==> config.mk <==
export PLATFORM = sky130hd
export DESIGN_NAME = ovfr_top
export DESIGN_NICKNAME = d
export VERILOG_FILES = /design/src/design/ovfr_pkg.sv /design/src/design/ovfr_top.sv
export SDC_FILE = /design/constraint.sdc
export NUM_CORES = 1
export LEC_CHECK = 0
export BUFFER_PORTS_ARGS = -buffer_cell sky130_fd_sc_hd__clkbuf_2
export CORE_MARGIN = 3
export CORE_UTILIZATION = 55
export DETAILED_ROUTE_END_ITERATION = 16
export GPL_TIMING_DRIVEN = 0
export PLACE_DENSITY = 0.78
export SETUP_SLACK_MARGIN = 0.2
export SLEW_MARGIN = 10
export SYNTH_ARGS = -nofsm -noshare
export SYNTH_HDL_FRONTEND = slang
export SYNTH_SLANG_ARGS = --single-unit
==> constraint.sdc <==
create_clock -name clk_sys -period 3.18 [get_ports clk_sys]
set_input_delay 0.159 -clock clk_sys [delete_from_list [all_inputs] [get_ports clk_sys]]
set_output_delay 0.159 -clock clk_sys [all_outputs]
set_load 0.1 [all_outputs]
==> src/design/ovfr_pkg.sv <==
// Package for output voltage fault response block
// What this block does
// [RULE_01] Code 00: keep regulating through fault
// [RULE_02] Code 01: wait delay, then apply retry
// [RULE_03] Delay bits 1:0 select 6.25-10 us
// [RULE_04] Unsupported codes raise invalid-data fault
// [RULE_05] Retry 000: latch off until cleared
// [RULE_06] Retry 111: hiccup restart every 1 s
// [RULE_07] Zero-volt warning: both switches off
// [RULE_08] Mode bit 2: high off, low on
// [RULE_09] UV warn limit 16 bits, reset 0067
// [RULE_10] UV warning sets status bit 6
// [RULE_11] UV fault threshold from limit bits 5:3
// [RULE_12] UV fault sets status bits, alert
// [RULE_13] Fault bits sticky until clear faults
// [RULE_14] UV response register resets to 40
// [RULE_15] Limits and responses storable to nonvolatile; code stores only limit bits 7:0, not OV bits 11:9
// [RULE_16] OV threshold bits 11:9, response 40
// [RULE_17] OV fault sets status bits, alert
// [RULE_18] Rejected write keeps old value
package ovfr_pkg;
    localparam logic [7:0] OFS_UV_WARN = 8'h43;
    localparam logic [7:0] OFS_UV_RESP = 8'h45;
    localparam logic [7:0] OFS_OV_RESP = 8'h41;
    localparam logic [7:0] OFS_MODE_CFG = 8'hC8;
    localparam logic [7:0] OFS_LIMIT_PCT = 8'hC6;
    localparam logic [7:0] OFS_STATUS_VOUT = 8'h7A;
    localparam logic [7:0] OFS_STATUS_WORD = 8'h79;
    localparam logic [15:0] RST_UV_WARN = 16'h0067;
    localparam logic [7:0] RST_RESP = 8'h40;
    localparam logic [15:0] RST_LIMIT_PCT = 16'h0000;
    localparam logic [7:0] RST_MODE_CFG = 8'h00;
    localparam int RESP_HI = 7;
    localparam int RESP_LO = 6;
    localparam int RETRY_HI = 5;
    localparam int RETRY_LO = 3;
    localparam int SV_OV_BIT = 7;
    localparam int SV_UV_WARN_BIT = 6;
    localparam int SV_UV_BIT = 4;
    localparam int SW_VOUT_BIT = 15;
    localparam int SB_OV_BIT = 5;
    localparam int MODE_LOWON_BIT = 2;
    localparam int CLK_MHZ = 10;
    localparam int DLY_NS_0 = 6250;
    localparam int DLY_NS_1 = 7500;
    localparam int DLY_NS_2 = 8750;
    localparam int DLY_NS_3 = 10000;
    localparam int HICCUP_S = 1;
    localparam int HICCUP_CYC = HICCUP_S * CLK_MHZ * 1000000;
    localparam int DLY_CYC_0 = (DLY_NS_0 * CLK_MHZ + 999) / 1000;
    localparam int DLY_CYC_1 = (DLY_NS_1 * CLK_MHZ + 999) / 1000;
    localparam int DLY_CYC_2 = (DLY_NS_2 * CLK_MHZ + 999) / 1000;
    localparam int DLY_CYC_3 = (DLY_NS_3 * CLK_MHZ + 999) / 1000;
    typedef enum logic [1:0] {OVFR_RUN, OVFR_WAIT, OVFR_OFF, OVFR_HICCUP} ovfr_state_e;
    typedef struct packed {
        logic wr;
        logic [7:0] cmd;
        logic [15:0] data;
    } ovfr_wr_s;
endpackage

==> src/design/ovfr_top.sv <==
// Fault response logic for output over- and under-voltage
`timescale 1ns/1ps
module ovfr_top #(
    parameter int HICCUP_CYCLES = ovfr_pkg::HICCUP_CYC
) (
    input wire logic clk_sys,
    input wire logic arst_n,
    input wire ovfr_pkg::ovfr_wr_s reg_wr,
    input wire logic [7:0] rd_cmd,
    output logic [15:0] rd_data,
    input wire logic clear_faults,
    input wire logic store_user_all,
    input wire logic output_on_cmd,
    input wire logic ov_fault_pin,
    input wire logic uv_fault_pin,
    input wire logic uv_warn_pin,
    input wire logic zero_volt_warn_pin,
    output logic [2:0] ov_threshold_sel,
    output logic [2:0] uv_threshold_sel,
    output logic [15:0] uv_warn_threshold,
    output logic power_switch_high_en,
    output logic power_switch_low_en,
    output logic alert_out_n,
    output logic invalid_data_ff,
    output logic nvm_store_pulse,
    output logic [47:0] nvm_store_data
);
    logic ov_s1_ff, ov_s2_ff, uv_s1_ff, uv_s2_ff, wn_s1_ff, wn_s2_ff;
    logic zv_s1_ff, zv_s2_ff;
    logic [15:0] uv_warn_ff, limit_pct_ff;
    logic [7:0] uv_resp_ff, ov_resp_ff, mode_cfg_ff, status_vout_ff;
    logic status_vout_any;
    ovfr_pkg::ovfr_state_e st_ff, nxt_st;
    logic [31:0] cnt_ff, nxt_cnt;
    logic fault_ov, fault_uv, warn_uv, zero_v;
    logic [7:0] act_resp;
    logic act_fault;
    logic wr_resp, resp_bad;

    // Pin synchronisers; first stage read only by the second
    always_ff @(posedge clk_sys or negedge arst_n) begin
        if (!arst_n) begin
            ov_s1_ff <= 1'b0;
            ov_s2_ff <= 1'b0;
            uv_s1_ff <= 1'b0;
            uv_s2_ff <= 1'b0;
            wn_s1_ff <= 1'b0;
            wn_s2_ff <= 1'b0;
            zv_s1_ff <= 1'b0;
            zv_s2_ff <= 1'b0;
        end else begin
            ov_s1_ff <= ov_fault_pin;
            ov_s2_ff <= ov_s1_ff;
            uv_s1_ff <= uv_fault_pin;
            uv_s2_ff <= uv_s1_ff;
            wn_s1_ff <= uv_warn_pin;
            wn_s2_ff <= wn_s1_ff;
            zv_s1_ff <= zero_volt_warn_pin;
            zv_s2_ff <= zv_s1_ff;
        end
    end
    assign fault_ov = ov_s2_ff;
    assign fault_uv = uv_s2_ff;
    assign warn_uv = wn_s2_ff;
    assign zero_v = zv_s2_ff;

    function automatic logic resp_invalid(input logic [7:0] v);
        logic [2:0] r;
        r = v[ovfr_pkg::RETRY_HI:ovfr_pkg::RETRY_LO];
        resp_invalid = v[ovfr_pkg::RESP_HI] || (r != 3'h0 && r != 3'h7); // [RULE_04]
    endfunction

    function automatic logic [31:0] delay_cycles(input logic [7:0] v);
        unique case (v[1:0]) // [RULE_03] [RULE_18]
            2'h0: delay_cycles = 32'(ovfr_pkg::DLY_CYC_0);
            2'h1: delay_cycles = 32'(ovfr_pkg::DLY_CYC_1);
            2'h2: delay_cycles = 32'(ovfr_pkg::DLY_CYC_2);
            2'h3: delay_cycles = 32'(ovfr_pkg::DLY_CYC_3);
        endcase
    endfunction

    assign wr_resp = reg_wr.wr && (reg_wr.cmd == ovfr_pkg::OFS_UV_RESP ||
        reg_wr.cmd == ovfr_pkg::OFS_OV_RESP);
    assign resp_bad = resp_invalid(reg_wr.data[7:0]);

    // Register writes
    always_ff @(posedge clk_sys or negedge arst_n) begin
        if (!arst_n) begin
            uv_warn_ff <= ovfr_pkg::RST_UV_WARN; // [RULE_09]
            uv_resp_ff <= ovfr_pkg::RST_RESP; // [RULE_14]
            ov_resp_ff <= ovfr_pkg::RST_RESP; // [RULE_16]
            limit_pct_ff <= ovfr_pkg::RST_LIMIT_PCT;
            mode_cfg_ff <= ovfr_pkg::RST_MODE_CFG;
        end else if (reg_wr.wr) begin
            if (reg_wr.cmd == ovfr_pkg::OFS_UV_WARN) begin
                uv_warn_ff <= reg_wr.data; // [RULE_09]
            end
            if (reg_wr.cmd == ovfr_pkg::OFS_UV_RESP && !resp_bad) begin
                uv_resp_ff <= reg_wr.data[7:0]; // [RULE_18]
            end
            if (reg_wr.cmd == ovfr_pkg::OFS_OV_RESP && !resp_bad) begin
                ov_resp_ff <= reg_wr.data[7:0]; // [RULE_18]
            end
            if (reg_wr.cmd == ovfr_pkg::OFS_LIMIT_PCT) begin
                limit_pct_ff <= reg_wr.data;
            end
            if (reg_wr.cmd == ovfr_pkg::OFS_MODE_CFG) begin
                mode_cfg_ff <= reg_wr.data[7:0];
            end
        end
    end
    assign ov_threshold_sel = limit_pct_ff[11:9]; // [RULE_16]
    assign uv_threshold_sel = limit_pct_ff[5:3]; // [RULE_11]
    assign uv_warn_threshold = uv_warn_ff;

    // Store snapshot; the nonvolatile array itself sits outside
    always_ff @(posedge clk_sys or negedge arst_n) begin
        if (!arst_n) begin
            nvm_store_pulse <= 1'b0;
            nvm_store_data <= 48'h0;
        end else begin
            nvm_store_pulse <= store_user_all; // [RULE_15]
            if (store_user_all) begin
                nvm_store_data <= {uv_warn_ff, limit_pct_ff[7:0], mode_cfg_ff,
                    uv_resp_ff, ov_resp_ff}; // [RULE_15]
            end
        end
    end

    // Sticky status; set wins over clear
    always_ff @(posedge clk_sys or negedge arst_n) begin
        if (!arst_n) begin
            status_vout_ff <= 8'h00;
            invalid_data_ff <= 1'b0;
        end else begin
            for (int i = 0; i < 8; i++) begin
                if (clear_faults) begin
                    status_vout_ff[i] <= 1'b0; // [RULE_13]
                end
            end
            if (fault_ov) status_vout_ff[ovfr_pkg::SV_OV_BIT] <= 1'b1; // [RULE_17]
            if (fault_uv) status_vout_ff[ovfr_pkg::SV_UV_BIT] <= 1'b1; // [RULE_12]
            if (warn_uv) status_vout_ff[ovfr_pkg::SV_UV_WARN_BIT] <= 1'b1; // [RULE_10]
            if (wr_resp && resp_bad) begin
                invalid_data_ff <= 1'b1; // [RULE_04]
            end else if (clear_faults) begin
                invalid_data_ff <= 1'b0; // [RULE_13]
            end
        end
    end
    assign status_vout_any = |{status_vout_ff[ovfr_pkg::SV_OV_BIT],
        status_vout_ff[ovfr_pkg::SV_UV_BIT], status_vout_ff[ovfr_pkg::SV_UV_WARN_BIT]};
    assign alert_out_n = !(status_vout_any || invalid_data_ff); // [RULE_12] [RULE_17]

    // Read mux
    always_ff @(posedge clk_sys or negedge arst_n) begin
        if (!arst_n) begin
            rd_data <= 16'h0000;
        end else begin
            unique case (rd_cmd)
                ovfr_pkg::OFS_UV_WARN: rd_data <= uv_warn_ff;
                ovfr_pkg::OFS_UV_RESP: rd_data <= {8'h00, uv_resp_ff};
                ovfr_pkg::OFS_OV_RESP: rd_data <= {8'h00, ov_resp_ff};
                ovfr_pkg::OFS_LIMIT_PCT: rd_data <= limit_pct_ff;
                ovfr_pkg::OFS_MODE_CFG: rd_data <= {8'h00, mode_cfg_ff};
                ovfr_pkg::OFS_STATUS_VOUT: rd_data <= {8'h00, status_vout_ff};
                ovfr_pkg::OFS_STATUS_WORD: rd_data <= {status_vout_any, 9'h000,
                    status_vout_ff[ovfr_pkg::SV_OV_BIT], 5'h00}; // [RULE_12] [RULE_17]
                default: rd_data <= 16'h0000;
            endcase
        end
    end

    // OV takes precedence when both faults stand
    assign act_resp = fault_ov ? ov_resp_ff : uv_resp_ff;
    assign act_fault = fault_ov || fault_uv;

    always_comb begin
        nxt_st = st_ff;
        nxt_cnt = cnt_ff;
        unique case (st_ff)
            ovfr_pkg::OVFR_RUN: begin
                if (act_fault && act_resp[ovfr_pkg::RESP_LO]) begin
                    nxt_st = ovfr_pkg::OVFR_WAIT; // [RULE_02]
                    nxt_cnt = delay_cycles(act_resp) - 32'h1;
                end
            end
            ovfr_pkg::OVFR_WAIT: begin
                if (!act_fault || !act_resp[ovfr_pkg::RESP_LO]) begin
                    nxt_st = ovfr_pkg::OVFR_RUN; // [RULE_01]
                end else if (cnt_ff == 32'h0) begin
                    if (act_resp[ovfr_pkg::RETRY_HI:ovfr_pkg::RETRY_LO] == 3'h7) begin
                        nxt_st = ovfr_pkg::OVFR_HICCUP; // [RULE_06]
                        nxt_cnt = 32'(HICCUP_CYCLES) - 32'h1;
                    end else begin
                        nxt_st = ovfr_pkg::OVFR_OFF; // [RULE_05]
                    end
                end else begin
                    nxt_cnt = cnt_ff - 32'h1;
                end
            end
            ovfr_pkg::OVFR_OFF: begin
                if (clear_faults) nxt_st = ovfr_pkg::OVFR_RUN; // [RULE_05]
            end
            ovfr_pkg::OVFR_HICCUP: begin
                if (!output_on_cmd) begin
                    nxt_st = ovfr_pkg::OVFR_OFF; // [RULE_06]
                end else if (cnt_ff == 32'h0) begin
                    nxt_st = ovfr_pkg::OVFR_RUN; // [RULE_06]
                end else begin
                    nxt_cnt = cnt_ff - 32'h1;
                end
            end
        endcase
    end

    always_ff @(posedge clk_sys or negedge arst_n) begin
        if (!arst_n) begin
            st_ff <= ovfr_pkg::OVFR_RUN;
            cnt_ff <= 32'h0;
        end else begin
            st_ff <= nxt_st;
            cnt_ff <= nxt_cnt;
        end
    end

    // Power switch drive
    always_ff @(posedge clk_sys or negedge arst_n) begin
        if (!arst_n) begin
            power_switch_high_en <= 1'b0;
            power_switch_low_en <= 1'b0;
        end else if (zero_v) begin
            power_switch_high_en <= 1'b0; // [RULE_07]
            power_switch_low_en <= mode_cfg_ff[ovfr_pkg::MODE_LOWON_BIT]; // [RULE_08]
        end else begin
            power_switch_high_en <= output_on_cmd &&
                (st_ff == ovfr_pkg::OVFR_RUN || st_ff == ovfr_pkg::OVFR_WAIT); // [RULE_01]
            power_switch_low_en <= 1'b0;
        end
    end

    property p_sticky_uv;
        @(posedge clk_sys) disable iff (!arst_n)
        (status_vout_ff[ovfr_pkg::SV_UV_BIT] && !clear_faults) |=>
            status_vout_ff[ovfr_pkg::SV_UV_BIT];
    endproperty
    a_sticky_uv: assert property (p_sticky_uv) else $error("UV bit dropped"); // [RULE_13]

    property p_uv_alert;
        @(posedge clk_sys) disable iff (!arst_n)
        fault_uv |=> (status_vout_ff[ovfr_pkg::SV_UV_BIT] && !alert_out_n);
    endproperty
    a_uv_alert: assert property (p_uv_alert) else $error("UV fault not flagged"); // [RULE_12]

    property p_ov_alert;
        @(posedge clk_sys) disable iff (!arst_n)
        fault_ov |=> (status_vout_ff[ovfr_pkg::SV_OV_BIT] && !alert_out_n);
    endproperty
    a_ov_alert: assert property (p_ov_alert) else $error("OV fault not flagged"); // [RULE_17]

    property p_warn;
        @(posedge clk_sys) disable iff (!arst_n)
        warn_uv |=> status_vout_ff[ovfr_pkg::SV_UV_WARN_BIT];
    endproperty
    a_warn: assert property (p_warn) else $error("UV warn not flagged"); // [RULE_10]

    property p_bad_write;
        @(posedge clk_sys) disable iff (!arst_n)
        (wr_resp && resp_bad && reg_wr.cmd == ovfr_pkg::OFS_UV_RESP) |=>
            (invalid_data_ff && uv_resp_ff == $past(uv_resp_ff));
    endproperty
    a_bad_write: assert property (p_bad_write) else $error("Bad write accepted"); // [RULE_04]

    property p_ignore;
        @(posedge clk_sys) disable iff (!arst_n)
        (st_ff == ovfr_pkg::OVFR_RUN && act_resp[7:6] == 2'h0) |=> st_ff == ovfr_pkg::OVFR_RUN;
    endproperty
    a_ignore: assert property (p_ignore) else $error("Ignore mode left run"); // [RULE_01]

    property p_zero_v;
        @(posedge clk_sys) disable iff (!arst_n)
        zero_v |=> (!power_switch_high_en &&
            power_switch_low_en == $past(mode_cfg_ff[ovfr_pkg::MODE_LOWON_BIT]));
    endproperty
    a_zero_v: assert property (p_zero_v) else $error("Zero volt drive wrong"); // [RULE_07]

    property p_latch;
        @(posedge clk_sys) disable iff (!arst_n)
        (st_ff == ovfr_pkg::OVFR_OFF && !clear_faults) |=> st_ff == ovfr_pkg::OVFR_OFF;
    endproperty
    a_latch: assert property (p_latch) else $error("Latch off restarted"); // [RULE_05]

    property p_off_drive;
        @(posedge clk_sys) disable iff (!arst_n)
        (st_ff == ovfr_pkg::OVFR_OFF) |=> !power_switch_high_en;
    endproperty
    a_off_drive: assert property (p_off_drive) else $error("Output on while off"); // [RULE_05]

    property p_ov_bad_write;
        @(posedge clk_sys) disable iff (!arst_n)
        (wr_resp && resp_bad && reg_wr.cmd == ovfr_pkg::OFS_OV_RESP) |=>
            (invalid_data_ff && ov_resp_ff == $past(ov_resp_ff));
    endproperty
    a_ov_bad_write: assert property (p_ov_bad_write) else $error("OV write taken"); // [RULE_18]

    property p_hiccup_hold;
        @(posedge clk_sys) disable iff (!arst_n)
        (st_ff == ovfr_pkg::OVFR_HICCUP && output_on_cmd && cnt_ff != 32'h0) |=>
            st_ff == ovfr_pkg::OVFR_HICCUP;
    endproperty
    a_hiccup_hold: assert property (p_hiccup_hold) else $error("Hiccup too short"); // [RULE_06]
endmodule

; ---- After elaboration in Yosys (flattened, before gate mapping)
; Cells that the tools add are included.
[classes]
shift = 0
n_lt_le_gt_ge = 0
n_reduce_logical = 34
eq_ne = 28
mul = 0
bitwise_logic = 0
add_sub_neg = 2
div = 0
n_mux = 27
[op_table]
columns = operator, count
row1 = 2-to-1 mux 32 bit, 8
row2 = case mux 32 bit (4 select lines), 1
row3 = case mux 16 bit (7 select lines), 1
row4 = case mux 32 bit (3 select lines), 1
row5 = == test 8 x 7 -> 1 bit (second input constant), 8
row6 = subtractor 32 x 1 -> 32 bit (second input constant), 2
row7 = == test 8 bit (second input constant), 4
row8 = logical NOT 32 bit, 1
row9 = 2-to-1 mux 2 bit, 6
row10 = inequality test 3 bit (second input constant), 4
row11 = inequality test 2 bit (second input constant), 5
row12 = AND reduction 2 bit, 5
row13 = == test 2 bit (second input constant), 4
row14 = 2-to-1 mux 1 bit, 8
row15 = case mux 2 bit (4 select lines), 1
row16 = nonzero test 2 bit, 4
row17 = logical AND 1 bit, 7
row18 = 2-to-1 mux 7 bit, 1
row19 = logical OR 1 bit, 6
row20 = AND reduction 6 bit, 1
row21 = nonzero test 3 bit, 2
row22 = == test 2 x 1 -> 1 bit (second input constant), 2
row23 = logical NOT 1 bit, 4
row24 = logical NOT 2 bit, 2
row25 = other kinds (3), 3
[totals]
ramBits = 0
memories = 0
latchBits = 0
regBits = 169
output_inout_bits = 91
romBits = 0

; ---- Longest topological paths before layout
[logic_depth]
word_depth = 8
ltp_mapped = 11
depth_no_buf = 9

; ---- Least setup slack after synthesis
; Ideal clock, no wire load.
[synth_path]
path_type = register to output
from = register invalid_data_ff
to = output alert_out_n
arrival_time_ps = 3696
stages_incl_launch_ff = 2
path_buffers = 0
path_slack_ps = -675
cell_sequence = dfrtp_1 > nor4_1
[synth_via]
elab_chain_cells = 2
[synth_rtl]
columns = element, line
row1 = from (decl), ovfr_top.sv:24  ; output logic invalid_data_ff,
row2 = from (signal assigned), ovfr_top.sv:134  ; invalid_data_ff <= 1'b0;
row3 = from (signal assigned), ovfr_top.sv:145  ; invalid_data_ff <= 1'b1;
row4 = from (signal assigned), ovfr_top.sv:147  ; invalid_data_ff <= 1'b0;
row5 = logical OR 1 bit, ovfr_top.sv:153  ; assign alert_out_n = !(status_vout_any || invalid_data_ff);
row6 = logical NOT 1 bit, ovfr_top.sv:153
row7 = to (decl), ovfr_top.sv:23  ; output logic alert_out_n,
; Every way passes these cells.

; ---- Worst setup path after layout
[layout_path]
from = register cnt_ff[20]
to = register cnt_ff[5]
[layout_via]
elab_chain_cells = 4
[layout_rtl]
columns = element, line
row1 = from (decl), ovfr_top.sv:34  ; logic [31:0] cnt_ff, nxt_cnt;
row2 = from (signal assigned), ovfr_top.sv:223  ; cnt_ff <= nxt_cnt;
row3 = logical NOT 32 bit *, "ovfr_top.sv:191, ovfr_top.sv:208"
row4 = 2-to-1 mux 32 bit, ovfr_top.sv:191  ; end else if (cnt_ff == 32'h0) begin
row5 = 2-to-1 mux 32 bit, ovfr_top.sv:189  ; if (!act_fault || !act_resp[ovfr_pkg::RESP_LO]) begin
row6 = case mux 32 bit (3 select lines), ovfr_top.sv:181  ; unique case (st_ff)
; Mark *: on every way between the ends. The rest lies on a longest branch, timed or not. The select of a mux whose other input is x is not followed.
; A chain may end at the register's enable or synchronous reset.

==> summary.md <==
| Metric | Value |
|---|---|
| Outcome | `finished, final reports clean` |
| RR Endpoint | `cnt_ff[5]` |
| Clock share of power | `42.0%` |
| H-Tree Depth | `4` |
| Slew Limit Fails | `0` |
| Slew HR | `between 30% and 40%` |
| HPWL after DPL | `approximately 13 mm` |
| WP data arrival | `3.21 ns` |
| TritonCTS Buffers | `17` |
| Deepest clock path buffer count | `2` |
| Die Width | `121.4 µm` |
| Layout cells sized above 1 | `between 40% and 50%` |
| Worst Max-Slew Pin Slew | `around 0.9 ns` |
| Final Net Count | `799` |
| Final non-filler cell area | `9110 µm²` |
| Layout area overhead | `24.31%` |
| Net Sw Power | `between 0.001 and 0.0015 W` |
| Total core area | `~13000 µm²` |
| Drt wl/cell | `approximately 19 µm` |
| Rows | `slightly above 40` |
| Ant diodes | `0` |
| Total Wirelength | `~18 mm` |
| Maximum vdd ir drop | `505.2 µV` |
| Hold Vio Cnt, Final | `0` |
| RSZ-0062 raised after global routing | `false` |
| Syn Std Cell Area | `around 7300 µm²` |
| Mean Syn Cell Area | `12.61 µm²` |
| Clk slew on worst S/H paths | `about 0.070 ns` |
| Clock Sinks | `~170` |
| Flop2flop setup slack | `approximately 0.33 ns` |
| Total grt overflow | `0` |
| Comb power frac | `between 10 and 15%` |
| Crit end category | `flip-flop` |
| Power Density | `between 500 and 600 nW/µm²` |
| Die ar. | `14750 µm²` |
| Io pins | `between 100 and 150` |
| Fmax | `0.3508 GHz` |
| Switching part of the total | `between 20 and 30%` |
| Final core occ | `a little under three quarters` |
| Port bufs | `about 130` |
| Placed cell area | `8253 µm²` |
| Yosys warning total | `0` |
| Required @ worst endpoint | `between 3 and 4 ns` |
| Leading cell type in the layout, fill and taps excluded | `dfrtp_1` |
| Vias in the first global route | `5658` |
| Tcrit/Tclk final | `between 80% and 90%` |
| Distinct cell type count of the synthesized netlist | `62` |
| FF-to-FF path depth | `8` |
| Die Ht | `roughly 120 µm` |
| Maximum number of pins on one net before global-route repair | `86` |
| Worst hold stages | `2` |
| Post-synthesis sequential area ratio | `57.83%` |
| R2r startpoint | `cnt_ff[20]` |
| Worst Hold Class | `input pin to flip-flop` |
| Antenna violations before repair | `0` |
| Crit Path Class | `flip-flop to flip-flop` |
| Fin crit period | `roughly 2.9 ns` |
| Syn_nets | `626` |
| Critical path launch point type | `flip-flop` |
| GRT Total Usage | `roughly 26%` |
| Number of synthesized flops with an enable pin | `0` |
| Flop pwr share | `between 40% and 50%` |
| Placer Congestion | `0.8564` |
| Prevailing post-synth register cell | `dfrtp_1` |
| Setup TNS | `0 ns` |
| Initial Util | `57.14%` |
| Cell Int Power | `roughly 0.0037 W` |
| Number of vias per cell | `about 6` |
| Post-route ant nets | `0` |
| Cells after Synth | `581` |
| Clk root buf | `clkbuf_16` |
| Hold slack | `between 0.02 and 0.025 ns` |
| Worst Skew | `around 0.0057 ns` |
| Most frequent cells in the layout | `dfrtp_1, clkbuf_2, mux2_2, o21ai_0, nand2_1` |
| Leak pwr | `between 4 and 5 nW` |
| Hold Path Sink | `uv_warn_threshold[7]` |
| Max FO, Critical Path | `10` |
| Total vias in the final route | `approximately 5500` |
| Total of max-cap violations | `0` |
| Worst-Skew Late Latency | `roughly 0.43 ns` |
| DRT iter0 DRCs | `about 520` |
| Pre-Repair DR Iteration Count | `5` |
| #FFs+latches synth | `between 150 and 200` |
| Hold Crit Start | `reg_wr[7]` |
| Finish-stage setup viols | `0` |
| Ys async rst share | `100.0%` |
| TritonCTS clock tree | `done` |
| Global-route wire length before repair | `approximately 29 mm` |
| Residual DRC count | `0` |
flip-flops by register name, indices dropped and copies added (netlist names), 2 cells and up:
signal	count
rd_data	16
uv_warn_threshold	16
status_vout_ff	3
st_ff	2
nvm_store_data	48
mode_cfg_ff	8
cnt_ff	32
uv_resp_ff	8
limit_pct_ff	16
ov_resp_ff	8
how the worst max path moves through the flow:
stage,start,endpoint
global placement,arst_n,cnt_ff[20]
floorplan,invalid_data_ff,alert_out_n
CTS,cnt_ff[12],cnt_ff[13]
global route,cnt_ff[12],cnt_ff[29]
detailed placement,rd_cmd[2],rd_data[3]
finish,cnt_ff[20],cnt_ff[5]
timing repair:
action                                  in CTS  in global routing
hold buffers                                15                  0
endpoints found under the setup margin       0                 32
buffers inserted                             0                  6
gates resized for setup                      0                  9
endpoints found under the hold margin      101                  0
synthesized netlist by cell type (4+ instances only):
cell type  instances  area share [%]
clkbuf_1          18            0.92
a22oi_1            5            0.51
mux2i_1           10             1.4
nand2_1           24             1.2
a222oi_1           5            0.68
buf_4              7            0.72
nand3_1           14            0.96
mux2_2           103              16
nor4_1             9            0.77
o21ai_0           29             2.0
a21oi_1           16             1.1
or3_1             14             1.2
nand2b_1           4            0.34
and2_1             6            0.51
a21o_1            11             1.1
dfstp_2            7             2.5
or4_1              8            0.82
buf_6              4            0.61
nor3_1            12            0.82
nor2_1            20             1.0
inv_1             14            0.72
nor3b_1            5            0.51
dfrtp_1          162              55
a22o_1            10             1.2
nor4b_1            4            0.48
power by group through the flow:
stage,clock [W],combinational [W],sequential [W]
floorplan,0,0.000201,0.00259
finish,0.00215,0.000655,0.00231
global route,0.00227,0.000692,0.00232
detailed placement,0,0.000631,0.00235
CTS,0.00217,0.000647,0.00231
global placement,0,0.000611,0.00234
routing by layer:
metal	GRT usage [%]	up-vias	part of all wire [%]
met3	5.268	32	6.0
met1	34.20	2795	43
met2	41.42	230	49
met4	10.36	0	2.2
met5	0	-	0
li1	-	2490	-
area by class of cell:
type                            count  area (µm²)
Tap cell                          172       215.2
Clock buffer                       19       452.9
Clock inverter                     13       167.7
Sequential cell                   169        4239
Fill cell                         927        3715
Buffer                             33       191.4
Multi-Input combinational cell    364        2883
Timing Repair Buffer              154       904.6
Inverter                           15       56.30
kinds of logic after synthesis:
family	count (synthesis)	share of synthesized area, %
flops	169	57.83
compound gates	109	10.52
buf+inv	48	3.278
fa+ha+maj	3	0.5123
mux	113	17.19
simple gates	139	10.67
worst max-delay path, stage by stage, from the launching register on:
cell       delay (ns)
dfrtp_1          0.42
or4_4            0.55
or4b_1           0.52
or4_1            0.48
buf_2            0.18
and2_4           0.19
buf_6            0.15
a21oi_2          0.15
a2bb2oi_2        0.14
stage by stage:
| step | total power [W] | setup slack, ns | cells |
|---|---|---|---|
| after floorplan | 0.002791 | 0.4930 | 581 |
| after global placement | 0.002953 | -0.8526 | 885 |
| after detailed placement | 0.002979 | 0.1733 | 886 |
| after CTS | 0.005129 | 0.2229 | 933 |
| after global routing | 0.005283 | 0.2045 | 939 |
| final | 0.005120 | 0.3291 | 939 |
Note: power is estimated with default switching activity, not from simulation.
